### config.mk
export PLATFORM = sky130hd
export DESIGN_NAME = fault_manager_auto_restart
export DESIGN_NICKNAME = d
export VERILOG_FILES = /design/src/fault_manager_pkg.sv /design/src/fault_manager_auto_restart.sv
export VERILOG_INCLUDE_DIRS = /design/src
export SDC_FILE = /design/constraint.sdc
export NUM_CORES = 1
export LEC_CHECK = 0
export BUFFER_PORTS_ARGS = -buffer_cell sky130_fd_sc_hd__buf_4
export CAP_MARGIN = 20
export CORE_MARGIN = 4
export CORE_UTILIZATION = 40
export CTS_CLUSTER_DIAMETER = 30
export DETAILED_ROUTE_END_ITERATION = 12
export SETUP_SLACK_MARGIN = 0.2
export SLEW_MARGIN = 20
export SYNTH_ARGS = -nofsm -noshare
export SYNTH_HDL_FRONTEND = slang
export SYNTH_SLANG_ARGS = --single-unit
### constraint.sdc
create_clock -name clk_in -period 2.8 [get_ports clk_in]
set_input_delay 0.14 -clock clk_in [delete_from_list [all_inputs] [get_ports clk_in]]
set_output_delay 0.14 -clock clk_in [all_outputs]
set_load 0.03 [all_outputs]
### src/fault_manager_map.svh
`ifndef FAULT_MANAGER_MAP_SVH
`define FAULT_MANAGER_MAP_SVH

// fault code width and codes
`define FM_CODE_W 8
`define FM_CODE_AUX_INTERLOCK 8'h02
`define FM_CODE_UNDERVOLT 8'h04
`define FM_CODE_OVERVOLT 8'h05
`define FM_CODE_COOLING_OVERTEMP 8'h08
`define FM_CODE_NONE 8'h00

// stop behaviour values that allow a stop-key clear
`define FM_STOP_CLEAR_MAX 4'h3

// fault clear command values
`define FM_CLEAR_CMD_A 4'h1
`define FM_CLEAR_CMD_B 4'h2

// digital input function that clears a fault
`define FM_DIN_FUNC_CLEAR 6'h07

// restart delay tick: 100 ms at 200 MHz
`define FM_TICK_NS 100000000
`define FM_CLK_NS 5
`define FM_TICK_CYCLES (`FM_TICK_NS / `FM_CLK_NS)

// display flash half period: 250 ms
`define FM_FLASH_NS 250000000
`define FM_FLASH_CYCLES (`FM_FLASH_NS / `FM_CLK_NS)

`endif

### src/fault_manager_pkg.sv
package fault_manager_pkg;
    // fault class
    typedef enum logic {
        class_auto_reset,
        class_non_reset
    } fault_class_t;

    // supervisor state
    typedef enum logic [2:0] {
        st_idle,
        st_latched,
        st_delay,
        st_attempt,
        st_start
    } fm_state_t;
endpackage

### src/fault_manager_auto_restart.sv
`include "fault_manager_map.svh"
// Overview of operation
// [RULE1] any fault stops the drive; each fault is class 1 or class 2
// [RULE2] class 1 fault with nonzero tries loads the restart delay timer
// [RULE3] when the delay timer reaches zero an automatic reset is tried
// [RULE4] automatic reset clears and restarts only if the cause is gone
// [RULE5] class 2 fault stays latched against every clear while its cause persists
// [RULE6] while a fault is active the code and indicator flash
// [RULE7] escape acknowledges and blanks the display without clearing the fault
// [RULE8] the latest fault code is kept for reading after acknowledge
// [RULE9] stop key clears a clearable fault when stop behaviour is 0 to 3
// [RULE10] fault clear command of 1 or 2 clears a clearable fault
// [RULE11] toggling a digital input set to function 7 clears a clearable fault
// [RULE12] nonzero tries and nonzero delay clear class 1 and restart
// [RULE13] nonzero tries and zero delay clear voltage and overtemp faults, no restart
// [RULE14] class 2 faults are never reset automatically
// [RULE15] after a successful auto reset with restart the block issues a start
// [RULE16] an open auxiliary interlock raises code 2, class 1
// [RULE17] each attempt uses one try; when none remain a manual clear is needed
module fault_manager_auto_restart
    import fault_manager_pkg::*;
#(
    parameter int TRY_W = 4,
    parameter int DELAY_W = 10,
    parameter int TICK_CYCLES = `FM_TICK_CYCLES,
    parameter int FLASH_CYCLES = `FM_FLASH_CYCLES
) (
    input wire logic clk_in, // 200 MHz system clock
    input wire logic rst_n_in, // async reset, active low
    input wire logic fault_detect_in, // pulse: a fault is detected
    input wire logic [`FM_CODE_W-1:0] fault_code_in, // code of the detected fault
    input wire logic fault_class2_in, // detected fault is class 2
    input wire logic fault_cause_in, // causing condition still present
    input wire logic aux_interlock_open_in, // auxiliary interlock open (pin)
    input wire logic escape_key_in, // escape key pulse
    input wire logic stop_key_in, // stop key pulse
    input wire logic [3:0] stop_behaviour_select_in, // stop mode setting
    input wire logic [3:0] fault_clear_command_in, // fault clear setting
    input wire logic fault_clear_write_in, // pulse: fault clear setting written
    input wire logic [5:0] digital_input1_function_in, // input 1 function
    input wire logic [5:0] digital_input2_function_in, // input 2 function
    input wire logic digital_input1_in, // digital input 1 (pin)
    input wire logic digital_input2_in, // digital input 2 (pin)
    input wire logic [TRY_W-1:0] restart_try_count_in, // restart tries setting
    input wire logic [DELAY_W-1:0] restart_delay_time_in, // delay in 100 ms ticks
    output logic fault_active_out, // a fault is latched
    output logic drive_stop_out, // forces the drive to stop
    output logic auto_start_out, // one-cycle self start command
    output logic fault_class2_out, // latched fault is class 2
    output logic display_fault_out, // fault number shown, flashing phase
    output logic fault_led_out, // flashing fault indicator
    output logic [`FM_CODE_W-1:0] latest_fault_code_out, // most recent fault code
    output logic [TRY_W-1:0] tries_left_out // remaining restart tries
);
    localparam int TICK_W = $clog2(TICK_CYCLES + 1);
    localparam int FLASH_W = $clog2(FLASH_CYCLES + 1);

    fm_state_t state;
    logic [1:0] aux_sync;
    logic [1:0] din1_sync;
    logic [1:0] din2_sync;
    logic din1_prev;
    logic din2_prev;
    logic acked;
    logic cause_gone_code_ok;
    logic [TICK_W-1:0] tick_cnt;
    logic tick;
    logic [DELAY_W-1:0] delay_cnt;
    logic [FLASH_W-1:0] flash_cnt;
    logic flash_phase;
    logic aux_event;
    logic aux_seen;
    logic new_fault;
    logic new_class2;
    logic [`FM_CODE_W-1:0] new_code;
    logic manual_clear;
    logic clear_ok;
    logic voltage_type;

    // two-flop synchronisers for pin inputs
    always_ff @(posedge clk_in or negedge rst_n_in) begin
        if (!rst_n_in) begin
            aux_sync <= 2'h0;
            din1_sync <= 2'h0;
            din2_sync <= 2'h0;
            din1_prev <= 1'b0;
            din2_prev <= 1'b0;
            aux_seen <= 1'b0;
        end else begin
            aux_sync <= {aux_sync[0], aux_interlock_open_in};
            din1_sync <= {din1_sync[0], digital_input1_in};
            din2_sync <= {din2_sync[0], digital_input2_in};
            din1_prev <= din1_sync[1];
            din2_prev <= din2_sync[1];
            aux_seen <= aux_sync[1];
        end
    end

    // [RULE16] interlock raises class 1
    assign aux_event = aux_sync[1] && !aux_seen;
    assign new_fault = fault_detect_in || aux_event;
    assign new_class2 = aux_event ? 1'b0 : fault_class2_in;
    assign new_code = aux_event ? `FM_CODE_AUX_INTERLOCK : fault_code_in;

    // [RULE9] stop key clear
    // [RULE10] clear command values
    // [RULE11] input toggle clear
    assign manual_clear = (stop_key_in && stop_behaviour_select_in <= `FM_STOP_CLEAR_MAX)
        || (fault_clear_write_in && (fault_clear_command_in == `FM_CLEAR_CMD_A
            || fault_clear_command_in == `FM_CLEAR_CMD_B))
        || (digital_input1_function_in == `FM_DIN_FUNC_CLEAR && din1_sync[1] != din1_prev)
        || (digital_input2_function_in == `FM_DIN_FUNC_CLEAR && din2_sync[1] != din2_prev);

    // [RULE5] clears refused while cause persists
    assign clear_ok = !fault_cause_in;
    assign cause_gone_code_ok = !fault_cause_in;

    assign voltage_type = latest_fault_code_out == `FM_CODE_OVERVOLT
        || latest_fault_code_out == `FM_CODE_UNDERVOLT
        || latest_fault_code_out == `FM_CODE_COOLING_OVERTEMP;

    // delay tick divider, runs only while waiting
    always_ff @(posedge clk_in or negedge rst_n_in) begin
        if (!rst_n_in) begin
            tick_cnt <= '0;
            tick <= 1'b0;
        end else if (state != st_delay || tick_cnt == TICK_W'(TICK_CYCLES - 1)) begin
            tick_cnt <= '0;
            tick <= (state == st_delay);
        end else begin
            tick_cnt <= tick_cnt + 1'b1;
            tick <= 1'b0;
        end
    end

    // fault supervisor state machine
    always_ff @(posedge clk_in or negedge rst_n_in) begin
        if (!rst_n_in) begin
            state <= st_idle;
            fault_active_out <= 1'b0;
            drive_stop_out <= 1'b0;
            auto_start_out <= 1'b0;
            fault_class2_out <= 1'b0;
            latest_fault_code_out <= `FM_CODE_NONE;
            tries_left_out <= '0;
            delay_cnt <= '0;
        end else begin
            auto_start_out <= 1'b0;
            case (state)
                st_idle: begin
                    tries_left_out <= restart_try_count_in;
                    if (new_fault) begin
                        // [RULE1] fault stops drive
                        fault_active_out <= 1'b1;
                        drive_stop_out <= 1'b1;
                        fault_class2_out <= new_class2;
                        // [RULE8] keep latest code
                        latest_fault_code_out <= new_code;
                        // [RULE2] load delay timer
                        // [RULE14] class 2 skips restart
                        if (!new_class2 && restart_try_count_in != '0) begin
                            delay_cnt <= restart_delay_time_in;
                            state <= st_delay;
                        end else begin
                            state <= st_latched;
                        end
                    end
                end
                st_latched: begin
                    if (manual_clear && clear_ok) begin
                        fault_active_out <= 1'b0;
                        drive_stop_out <= 1'b0;
                        fault_class2_out <= 1'b0;
                        state <= st_idle;
                    end
                end
                st_delay: begin
                    if (manual_clear && clear_ok) begin
                        fault_active_out <= 1'b0;
                        drive_stop_out <= 1'b0;
                        state <= st_idle;
                    // [RULE3] timer reaches zero
                    end else if (delay_cnt == '0) begin
                        state <= st_attempt;
                    end else if (tick) begin
                        delay_cnt <= delay_cnt - 1'b1;
                    end
                end
                st_attempt: begin
                    // [RULE17] one try per attempt
                    tries_left_out <= tries_left_out - 1'b1;
                    // [RULE4] reset only if cause gone
                    // [RULE13] zero delay: voltage and overtemp faults only
                    if (cause_gone_code_ok
                        && (restart_delay_time_in != '0 || voltage_type)) begin
                        fault_active_out <= 1'b0;
                        state <= (restart_delay_time_in != '0) ? st_start : st_idle;
                        drive_stop_out <= (restart_delay_time_in == '0);
                    end else if (tries_left_out > TRY_W'(1)) begin
                        delay_cnt <= restart_delay_time_in;
                        state <= st_delay;
                    end else begin
                        state <= st_latched;
                    end
                end
                st_start: begin
                    // [RULE12] clear and restart
                    // [RULE15] self start command
                    auto_start_out <= 1'b1;
                    drive_stop_out <= 1'b0;
                    state <= st_idle;
                end
                default: state <= st_idle;
            endcase
        end
    end

    // flash timer for display and indicator
    always_ff @(posedge clk_in or negedge rst_n_in) begin
        if (!rst_n_in) begin
            flash_cnt <= '0;
            flash_phase <= 1'b0;
        end else if (!fault_active_out) begin
            flash_cnt <= '0;
            flash_phase <= 1'b0;
        end else if (flash_cnt == FLASH_W'(FLASH_CYCLES - 1)) begin
            flash_cnt <= '0;
            flash_phase <= !flash_phase;
        end else begin
            flash_cnt <= flash_cnt + 1'b1;
        end
    end

    // acknowledge tracking
    always_ff @(posedge clk_in or negedge rst_n_in) begin
        if (!rst_n_in) begin
            acked <= 1'b0;
        end else if (new_fault && state == st_idle) begin
            acked <= 1'b0;
        // [RULE7] escape blanks display only
        end else if (escape_key_in && fault_active_out) begin
            acked <= 1'b1;
        end
    end

    // [RULE6] flashing display and indicator
    always_ff @(posedge clk_in or negedge rst_n_in) begin
        if (!rst_n_in) begin
            display_fault_out <= 1'b0;
            fault_led_out <= 1'b0;
        end else begin
            display_fault_out <= fault_active_out && !acked && !flash_phase;
            fault_led_out <= fault_active_out && !flash_phase;
        end
    end

    // [RULE1] active fault holds stop
    AST_FAULT_STOPS: assert property (@(posedge clk_in) disable iff (!rst_n_in)
        (state == st_latched || state == st_delay) |-> drive_stop_out)
        else $error("fault latched without stop");
    // [RULE14] class 2 never auto reset
    AST_CLASS2_NO_AUTO: assert property (@(posedge clk_in) disable iff (!rst_n_in)
        fault_class2_out |-> state != st_delay && state != st_attempt)
        else $error("class 2 fault in auto restart");
    // [RULE5] cause present blocks clear
    AST_CAUSE_HOLDS: assert property (@(posedge clk_in) disable iff (!rst_n_in)
        (state == st_latched && fault_cause_in) |=> fault_active_out)
        else $error("fault cleared while cause present");
    // [RULE15] start follows attempt
    AST_START_AFTER: assert property (@(posedge clk_in) disable iff (!rst_n_in)
        $rose(auto_start_out) |-> $past(state, 2) == st_attempt)
        else $error("start without auto reset");
    // [RULE2] delay loaded on class 1
    AST_DELAY_LOAD: assert property (@(posedge clk_in) disable iff (!rst_n_in)
        (state == st_idle && new_fault && !new_class2 && restart_try_count_in != '0)
        |=> state == st_delay && delay_cnt == $past(restart_delay_time_in))
        else $error("delay not loaded");
    // [RULE3] zero delay leads to attempt
    AST_ZERO_ATTEMPT: assert property (@(posedge clk_in) disable iff (!rst_n_in)
        (state == st_delay && delay_cnt == '0 && !manual_clear) |=> state == st_attempt)
        else $error("no attempt at zero");
    // [RULE7] escape keeps fault
    AST_ESC_KEEPS: assert property (@(posedge clk_in) disable iff (!rst_n_in)
        (escape_key_in && state == st_latched && !manual_clear) |=> fault_active_out)
        else $error("escape cleared fault");
    // [RULE17] attempt uses a try
    AST_TRY_USED: assert property (@(posedge clk_in) disable iff (!rst_n_in)
        state == st_attempt |=> tries_left_out == $past(tries_left_out) - 1'b1)
        else $error("try not consumed");
endmodule

==> flow_summary.yaml, run 1 <==
run_status:
  outcome: "completed"
power:
  combPwrFrac_pct: 35.5
  p_per_area_nw_per_um2: 867
  p_sw_mw: 1.93
  internal-power_mw: 3.30
  ir_drop_mv: 0.365
  p_total_mw: 5.23
  pwr-share-clk_pct: 27.6
  power_frac_seq_pct: 36.9
  swShare_pct: 36.9
  power_leakage_nw: 2.57
route:
  ant_nets: 0
  drc: 0
  finalWirelength_um: 11300
  viasPerCell: 5.33
  avgRoutedWirePerCell_um: 14.9
  first_iter_violations: 351
  via_count: 4058
  firstDrtPassIters: 4
worst_hold_path:
  hp-start: "escape_key_in"
  hp-class: "in2reg"
floorplan:
  initial_core_util_pct: 40.9
  die_area_sq_um: 14200
  die_w_um: 119
  die_h_um: 119
  core_area_sq_um: 12100
  row_count: 40
  pin_count: 71
synth:
  syn_nets: 571
  synth_area_sq_um: 4930
  ys_types: 64
  syn_area_per_cell_sq_um: 9.63
  ys_ff_latch: 94
  ys.flop_type: "dfrtp_1"
  ys_seq_area_share_pct: 47.7
  postSynthCellCount: 512
  synthArstFlopShare_pct: 100
  ys_warn_count: 0
  synth_edf_count: 0
clock_network:
  cts_setup_buffers: 0
  htree_num_levels: 3
  clk_latency_ns: 0.34
  clock_path_buffers: 2
  cts_buffers: 9
  cts-root-buf: "clkbuf_16"
  clkSlewWorstSetupHoldPaths_ns: 0.06
  cts_tree: "built"
  cts_sinks: 94
sta:
  drv_slew: 0
  finalCritPeriodShare_pct: 84.1
  rsz0062_at_grt: "no"
  fin_setup_tns_ns: 0
  period_needed_ns: 2.36
  worst_pin_slew_ns: 0.767
  worst_clock_skew_ns: 0.00472
  fmax_ghz: 0.424
  slew_headroom_pct: 48.8
  finalSetupViolations: 0
  hold_viol_final: 0
worst_setup_path:
  max_stage_delay_ns: 0.54
  end_kind: "flop"
  cp.arrival_ns: 2.56
  cp.buffers_inverters: 0
  critPathMaxFanout: 8
  rr_startpoint: "delay_cnt[4]$_DFFE_PN0P_"
  slowest_stage: "or4_4"
  crit_start: "delay_cnt[4]$_DFFE_PN0P_"
  cp.required_ns: 3.01
  cp_top_family: "simple AND/OR/NAND/NOR gates"
  cp-start-kind: "flop"
  crit_type: "reg2reg"
  crit_path_cell_trace: "or4_4, nor3_1, nand3_1, and3_1, a311oi_1, a211oi_1"
global_route:
  antenna_found_initial: 0
  grt_start_max_net_pins: 56
  grt-ovfl-total: 0
  grt_usage_pct: 16.7
  grt_pass1_vias: 3988
  grt_pass1_wl_um: 19500
placed_design:
  portBuffers: 68
  hpwl_um: 8150
  place_congestion: 0.892
layout:
  final_common_cell: "dfrtp_1"
  final_nets: 648
  final_cell_mix: "dfrtp_1, nor2_1, buf_4"
  diodes: 0
  layout-drive-gt1-share_pct: 19.2
  syn2layout_area_growth_pct: 22.2
job:
  maxCapViolCount: 0
[registers in the layout, indices dropped and copies added (netlist names), 2 cells and up]
| register | flops |
|---|---|
| aux_sync | 2 |
| tries_left_out | 4 |
| tick_cnt | 25 |
| din2_sync | 2 |
| state | 3 |
| latest_fault_code_out | 8 |
| din1_sync | 2 |
| flash_cnt | 26 |
| delay_cnt | 10 |
[stage by stage]
stage               worst slack (ns)  std cells  util, %  hold WS, ns  instance area (sq um)
finish                         0.444        761     50.0       0.0380                   6030
global route                   0.248        761     50.0       0.0507                   6030
CTS                            0.451        761     50.0       0.0291                   6030
detailed placement             0.447        742     46.7        0.235                   5630
global placement               0.518        742     46.7        0.233                   5630
floorplan                      0.485        512        -       -0.156                   4930
[cell usage after synthesis, types with 11 or more instances]
| cell type | count | share of area, % |
|---|---|---|
| dfrtp_1 | 94 | 48 |
| xor2_1 | 31 | 5.5 |
| xnor2_1 | 20 | 3.6 |
| a21oi_1 | 14 | 1.4 |
| nand2_1 | 48 | 3.7 |
| nand3_1 | 25 | 2.5 |
| nand4_1 | 13 | 1.6 |
| nor4_1 | 11 | 1.4 |
| and3_1 | 12 | 1.5 |
| inv_1 | 16 | 1.2 |
| o21ai_0 | 12 | 1.2 |
| nor2_1 | 81 | 6.2 |
| nor3_1 | 13 | 1.3 |
[what timing repair did]
action | 4_1_cts | 5_1_grt
hold buffers | 4 | 0
endpoints found under the hold margin | 56 | 0
gates resized for setup | 0 | 0
[power by group through the flow]
stage / Combinational [mW] / Sequential (mW) / Clock [mW]
floorplan: 1.14 / 2.06 / 0
global placement: 1.82 / 1.93 / 0
detailed placement: 1.86 / 1.94 / 0
CTS: 1.87 / 1.92 / 1.48
global route: 2.05 / 1.97 / 1.53
finish: 1.86 / 1.93 / 1.44
[layer usage]
layer / share of wire (%) / global-route usage [%]
met1: 47 / 22.8
met2: 46 / 26.1
met4: 1.8 / 6.37
met5: 0 / 0
met3: 5.1 / 3.66
[layout make-up]
| cell class | instances | area, sq um |
|---|---|---|
| multi-input cells | 383 | 2410 |
| clock inverters | 3 | 90.1 |
| flip-flops and latches | 94 | 2350 |
| fillers | 1119 | 6040 |
| clock buffers | 12 | 267 |
| repair buffers | 83 | 633 |
| well taps | 168 | 210 |
| inverters | 18 | 67.6 |
[worst paths after layout]
| kind | depth (start not counted) | endpoint | slack [ns] |
|---|---|---|---|
| setup / recovery | 6 | delay_cnt[4]$_DFFE_PN0P_ | 0.44 |
| hold / removal | 3 | acked$_DFFE_PN0P_ | 0.04 |
| setup reg to reg | 6 | delay_cnt[4]$_DFFE_PN0P_ | 0.44 |
| hold reg to reg | 0 | aux_sync[1]$_DFF_PN0_ | 0.36 |
| max in group asynchronous | 3 | flash_cnt[12]$_DFF_PN0_ | 1.63 |
| min in group asynchronous | 2 | latest_fault_code_out[4]$_DFFE_PN0P_ | 0.37 |
[kinds of logic after synthesis]
group / share of synthesized area (%)
simple gates: 25.5
flops: 47.7
compound gates: 10.9
xor+xnor: 9.06
buf+inv: 3.50
mux: 1.85
fa+ha+maj: 1.52
[worst register-to-register path: stages (launching register included)]
cell and delay, ns:
dfrtp_1 0.46, or4_4 0.54, nor3_1 0.28, nand3_1 0.19, and3_1 0.31, a311oi_1 0.36, a211oi_1 0.10
Note: power is estimated with default switching activity, not from simulation.
==> run 2: changes to the inputs <==
==> constraint.sdc (replaced) <==
create_clock -name clk_in -period 2.4 [get_ports clk_in]
set_input_delay 0.12 -clock clk_in [delete_from_list [all_inputs] [get_ports clk_in]]
set_output_delay 0.12 -clock clk_in [all_outputs]
set_load 0.03 [all_outputs]
==> run 2 against run 1 <==
Against the previous run: first-iteration DRC count decreased by 27%; register-to-register slack got worse by 0.20 ns; cell count increased by 2.6%; die area unchanged; worst hold slack got worse by 0.019 ns; global-route usage increased by 0.34 points; highest routed layer unchanged; clock power increased by 6%; cell area increased by 3.2%; critical endpoint is now latest_fault_code_out[1]$_DFFE_PN0P_; sequential power increased by 15%.
==> flow_summary.yaml, run 2 (synthesis results as in run 1) <==
sta:
  fin_hold_ws_ns: 0.0194
  drv_slew: 0
  setup_ws_ns: 0.249
  finalCritPeriodShare_pct: 89.6
  hold_viol_final: 0
  fmax_ghz: 0.465
  period_needed_ns: 2.15
  fin_setup_tns_ns: 0
  worst_pin_slew_ns: 0.641
  worst_clock_skew_ns: 0.00528
  slew_headroom_pct: 57.2
  finalSetupViolations: 0
  rsz0062_at_grt: "yes"
clock_network:
  htree_num_levels: 3
  cts_sinks: 94
  cts_buffers: 9
  clock_path_buffers: 2
  clk_latency_ns: 0.34
  cts-root-buf: "clkbuf_16"
  cts_tree: "built"
  clkSlewWorstSetupHoldPaths_ns: 0.06
route:
  finalWirelength_um: 11600
  via_count: 4054
  avgRoutedWirePerCell_um: 14.8
  first_iter_violations: 256
  firstDrtPassIters: 4
  drc: 0
  viasPerCell: 5.19
  ant_nets: 0
floorplan:
  row_count: 40
  die_area_sq_um: 14200
  initial_core_util_pct: 40.9
  pin_count: 71
  die_w_um: 119
  core_area_sq_um: 12100
  die_h_um: 119
placed_design:
  hpwl_um: 8390
  place_congestion: 0.877
  dp_cells: 753
  dp_worst_setup_slack_ns: 0.0998
  placed_area_sq_um: 5730
  portBuffers: 68
power:
  ir_drop_mv: 0.388
  p_sw_mw: 2.30
  combPwrFrac_pct: 39.8
  power_leakage_nw: 2.66
  p_total_mw: 6.21
  pwr-share-clk_pct: 24.5
  p_per_area_nw_per_um2: 998
  swShare_pct: 37.1
  power_frac_seq_pct: 35.7
  internal-power_mw: 3.91
layout:
  utilization_pct: 51.6
  syn2layout_area_growth_pct: 26.1
  largest_register_ffs: 26
  top_regs: "flash_cnt x26, tick_cnt x25, delay_cnt x10"
  fillers: 1087
  final_cell_mix: "buf_4, dfrtp_1, nor2_1"
  final_nets: 667
  fin_area_sq_um: 6220
  layout.cells.non_filler: 781
  final_common_cell: "buf_4"
  top_register: "flash_cnt"
  layout-drive-gt1-share_pct: 23.8
  diodes: 0
worst_setup_path:
  rrSetupSlack_ns: 0.25
  end_kind: "flop"
  crit_type: "reg2reg"
  cp.arrival_ns: 2.38
  reg2reg_to: "latest_fault_code_out[1]$_DFFE_PN0P_"
  cp-start-kind: "flop"
  cp.required_ns: 2.63
  critPathMaxFanout: 5
  rr_startpoint: "latest_fault_code_out[5]$_DFFE_PN0P_"
  crit_start: "latest_fault_code_out[5]$_DFFE_PN0P_"
  reg2reg_depth: 6
global_route:
  grt_start_max_net_pins: 49
  grt_usage_pct: 17.1
  antenna_found_initial: 0
  grt_pass1_vias: 4033
  grt-ovfl-total: 0
  grt_pass1_wl_um: 19800
worst_hold_path:
  hold_end: "latest_fault_code_out[3]$_DFFE_PN0P_"
  hp-start: "fault_code_in[3]"
  hp-class: "in2reg"
  hold_depth: 3
job:
  maxCapViolCount: 0
run_status:
  outcome: "completed"
[run 2: cell count changes in the layout (fill, tap and decap cells not counted), sizes merged]
cell,previous run,this run
clkinvlp,0,1
buf,79,98
clkbuf,12,13
bufinv,3,2
[run 2: critical path, cell delays in order, from the launching register on]
cell and delay [ns]:
dfrtp_2 0.42, or4_4 0.53, a2111oi_4 0.26, o32ai_1 0.13
o21bai_4 0.22, nor2_4 0.14, mux2_2 0.35
[run 2: worst max-delay path by stage]
stage | endpoint | slack, ns
after global routing | latest_fault_code_out[0]$_DFFE_PN0P_ | 0.15
after floorplan | latest_fault_code_out[1]$_DFFE_PN0P_ | 0.12
after detailed placement | delay_cnt[9]$_DFFE_PN0P_ | 0.1
final | latest_fault_code_out[1]$_DFFE_PN0P_ | 0.25
after CTS | delay_cnt[6]$_DFFE_PN0P_ | 0.18
after global placement | delay_cnt[9]$_DFFE_PN0P_ | 0.15
[run 2: area by class of cell]
type / count / area, sq um / share of cell area [%]
clock buffers: 13 / 250 / 4.02
inverters: 18 / 67.6 / 1.09
repair buffers: 102 / 788 / 12.7
flip-flops and latches: 94 / 2360 / 37.9
multi-input cells: 383 / 2480 / 39.8
clock inverters: 3 / 67.6 / 1.09
well taps: 168 / 210 / 3.38
[run 2: power groups by stage]
stage / Clock, mW / Sequential [mW] / Combinational, mW
global placement: 0 / 2.22 / 2.26
floorplan: 0 / 2.41 / 1.34
finish: 1.52 / 2.22 / 2.47
detailed placement: 0 / 2.24 / 2.29
CTS: 1.57 / 2.21 / 2.40
global route: 1.64 / 2.27 / 2.71
[run 2: repair_timing]
item | CTS | global route
hold buffers | 4 | 0
setup endpoints to repair | 12 | 19
pin swaps | 3 | 7
endpoints found under the hold margin | 49 | 0
gates resized for setup | 4 | 11
buffers inserted | 5 | 3
[run 2: layer usage]
| metal | up-vias | wire (um) | track usage [%] |
|---|---|---|---|
| met4 | 0 | 190 | 6.08 |
| met3 | 14 | 485 | 4.18 |
| met2 | 92 | 5620 | 26.9 |
| li1 | 2003 | - | - |
| met5 | - | 0 | 0 |
| met1 | 1945 | 5270 | 22.8 |
==> run 3: changes to the inputs <==
--- a/config.mk
+++ b/config.mk
@@ -6,12 +6,14 @@
 export SDC_FILE = /design/constraint.sdc
 export NUM_CORES = 1
 export LEC_CHECK = 0
+export ABC_AREA = 1
 export BUFFER_PORTS_ARGS = -buffer_cell sky130_fd_sc_hd__buf_4
 export CAP_MARGIN = 20
 export CORE_MARGIN = 4
-export CORE_UTILIZATION = 40
+export CORE_UTILIZATION = 58
 export CTS_CLUSTER_DIAMETER = 30
 export DETAILED_ROUTE_END_ITERATION = 12
+export PLACE_DENSITY = 0.8
 export SETUP_SLACK_MARGIN = 0.2
 export SLEW_MARGIN = 20
 export SYNTH_ARGS = -nofsm -noshare
==> run 3 against run 2 <==
Against the previous run: sequential share of layout area increased by 0.72 points; via count increased by 17%; largest power group unchanged; clock skew increased by 0.0028 ns; non-clock buffer count decreased by 23; register-to-register slack improved by 0.16 ns; routed wire length decreased by 0.35%; setup slack improved by 0.16 ns; cell count increased by 14%.
==> flow_summary.yaml, run 3 <==
sta:
  finalSetupViolations: 0
  worst_clock_skew_ns: 0.00809
  fin_setup_tns_ns: 0
  hold_viol_final: 0
  slew_headroom_pct: 67.0
  finalCritPeriodShare_pct: 83.1
  fmax_ghz: 0.501
  rsz0062_at_grt: "no"
  worst_pin_slew_ns: 0.494
  drv_slew: 0
  period_needed_ns: 1.99
  setup_ws_ns: 0.405
route:
  avgRoutedWirePerCell_um: 13.0
  ant_nets: 0
  via_count: 4759
  firstDrtPassIters: 4
  drc: 0
  finalWirelength_um: 11500
  first_iter_violations: 282
  viasPerCell: 5.35
worst_setup_path:
  cp.required_ns: 2.66
  cp.arrival_ns: 2.25
  cp-start-kind: "flop"
  critPathMaxFanout: 5
  crit_type: "reg2reg"
  end_kind: "flop"
global_route:
  grt_usage_pct: 23.6
  met2_usage_pct: 41.7
  grt_use_met1_pct: 29.3
  antenna_found_initial: 0
  busiest_layer: "met2"
  globalRouteMet3Util_pct: 2.91
  grt_pass1_vias: 4689
  grt-ovfl-total: 0
  grt_start_max_net_pins: 95
  grt_pass1_wl_um: 20200
synth:
  ys_top_cells_by_area: "dfrtp_1, nand2_1, nor2_1"
  ys_types: 40
  ys_seq_area_share_pct: 45.2
  syn_area_per_cell_sq_um: 7.47
  ys_warn_count: 0
  synth_area_leader_cell: "dfrtp_1"
  ys_ff_latch: 94
  synth.most_common_cell: "nand2_1"
  ys.flop_type: "dfrtp_1"
  synth.top_cell.area_share_pct: 45.2
  synthArstFlopShare_pct: 100
  synth_edf_count: 0
  postSynthCellCount: 696
  synth_area_sq_um: 5200
  syn_nets: 755
  synth_commonest_cells: "nand2_1, nor2_1, dfrtp_1"
floorplan:
  die_w_um: 103
  row_count: 34
  die_area_sq_um: 10500
  core_area_sq_um: 8720
  pin_count: 71
  die_h_um: 103
  initial_core_util_pct: 59.6
placed_design:
  placed_area_sq_um: 5820
  hpwl_um: 8660
  portBuffers: 68
  place_congestion: 0.979
  dp_worst_setup_slack_ns: 0.0229
  dp_cells: 867
layout:
  diodes: 0
  layout-drive-gt1-share_pct: 15.5
  syn2layout_area_growth_pct: 17.1
  fillers: 706
  fin_area_sq_um: 6090
  final_nets: 836
  largest_register_ffs: 26
  top_register: "flash_cnt"
  final_cell_mix: "nand2_1, nor2_1, dfrtp_1"
  final_common_cell: "nand2_1"
  top_regs: "flash_cnt x26, tick_cnt x25, delay_cnt x10"
  layout.cells.non_filler: 890
clock_network:
  cts_buffers: 9
  clk_latency_ns: 0.36
  cts_setup_buffers: 0
  clkSlewWorstSetupHoldPaths_ns: 0.09
  cts_sinks: 94
  cts-root-buf: "clkbuf_8"
  clock_path_buffers: 2
  cts_tree: "built"
  htree_num_levels: 3
run_status:
  outcome: "completed"
power:
  ir_drop_mv: 0.416
  p_per_area_nw_per_um2: 902
  power_leakage_nw: 2.89
worst_hold_path:
  hp-class: "in2reg"
job:
  maxCapViolCount: 0
run 3: metrics by stage:
step	power, mW	hold slack, ns	utilization (%)
6_report	5.49	0.0151	69.8
5_1_grt	5.93	0.0307	69.8
4_1_cts	5.50	0.00294	69.7
3_5_place_dp	4.50	0.206	66.8
3_3_place_gp	4.40	0.203	66.8
2_1_floorplan	3.83	-0.176	-
run 3: area by class of cell:
class	count	area (sq um)	area share [%]
clock buffers	9	124	2.03
clock inverters	7	57.6	0.945
inverters	95	362	5.94
multi-input cells	498	2430	40.0
flip-flops and latches	94	2350	38.6
well taps	108	135	2.22
repair buffers	79	623	10.2
run 3: layer usage:
| layer | vias up | wire length, um |
|---|---|---|
| met5 | - | 0 |
| met4 | 0 | 258 |
| met3 | 24 | 419 |
| met2 | 111 | 5880 |
| met1 | 2241 | 4960 |
| li1 | 2383 | - |
run 3: final timing paths:
check                                              from                                    to  slack, ns  cells after the start
worst max-delay path              tick_cnt[0]$_DFF_PN0_                tick_cnt[22]$_DFF_PN0_       0.41                      8
worst min-delay path            restart_try_count_in[2]         tries_left_out[2]$_DFFE_PN0N_       0.02                      3
worst max register to register    tick_cnt[0]$_DFF_PN0_                tick_cnt[22]$_DFF_PN0_       0.41                      8
worst min register to register   din1_sync[0]$_DFF_PN0_                din1_sync[1]$_DFF_PN0_       0.36                      0
max in group asynchronous                      rst_n_in                 tick_cnt[1]$_DFF_PN0_       1.68                      3
min in group asynchronous                      rst_n_in  latest_fault_code_out[5]$_DFFE_PN0P_       0.32                      3
run 3: kinds of logic (layout without fill, tap and decap cells):
family          Yosys count  count (layout)  share of synthesized area [%]
simple gates            412             412                           35.3
buf+inv                 104             190                           8.18
flops                    94              94                           45.2
compound gates           59              59                           6.26
xor+xnor                 21              21                           3.54
fa+ha+maj                 6               6                           1.44
run 3: where the power goes:
part / leakage [nW] / total [mW] / internal, mW / switching (mW)
clock network: 0.0881 / 0.984 / 0.391 / 0.592
logic: 1.56 / 2.38 / 0.832 / 1.55
registers: 1.24 / 2.13 / 1.89 / 0.244
run 3: repair_timing:
| action | CTS | global route |
|---|---|---|
| pin swaps | 0 | 0 |
| hold endpoints to repair | 100 | 0 |
| gates resized for setup | 1 | 2 |
| hold buffers | 7 | 0 |
| endpoints found under the setup margin | 7 | 13 |
run 3: worst max-delay path, stage by stage (launching register included):
cell	delay (ns)
dfrtp_1	0.42
ha_1	0.26
nand2_1	0.10
nor2_1	0.23
nand2_1	0.11
nor2_1	0.36
nand4_1	0.19
xor2_1	0.17
nor2_1	0.05
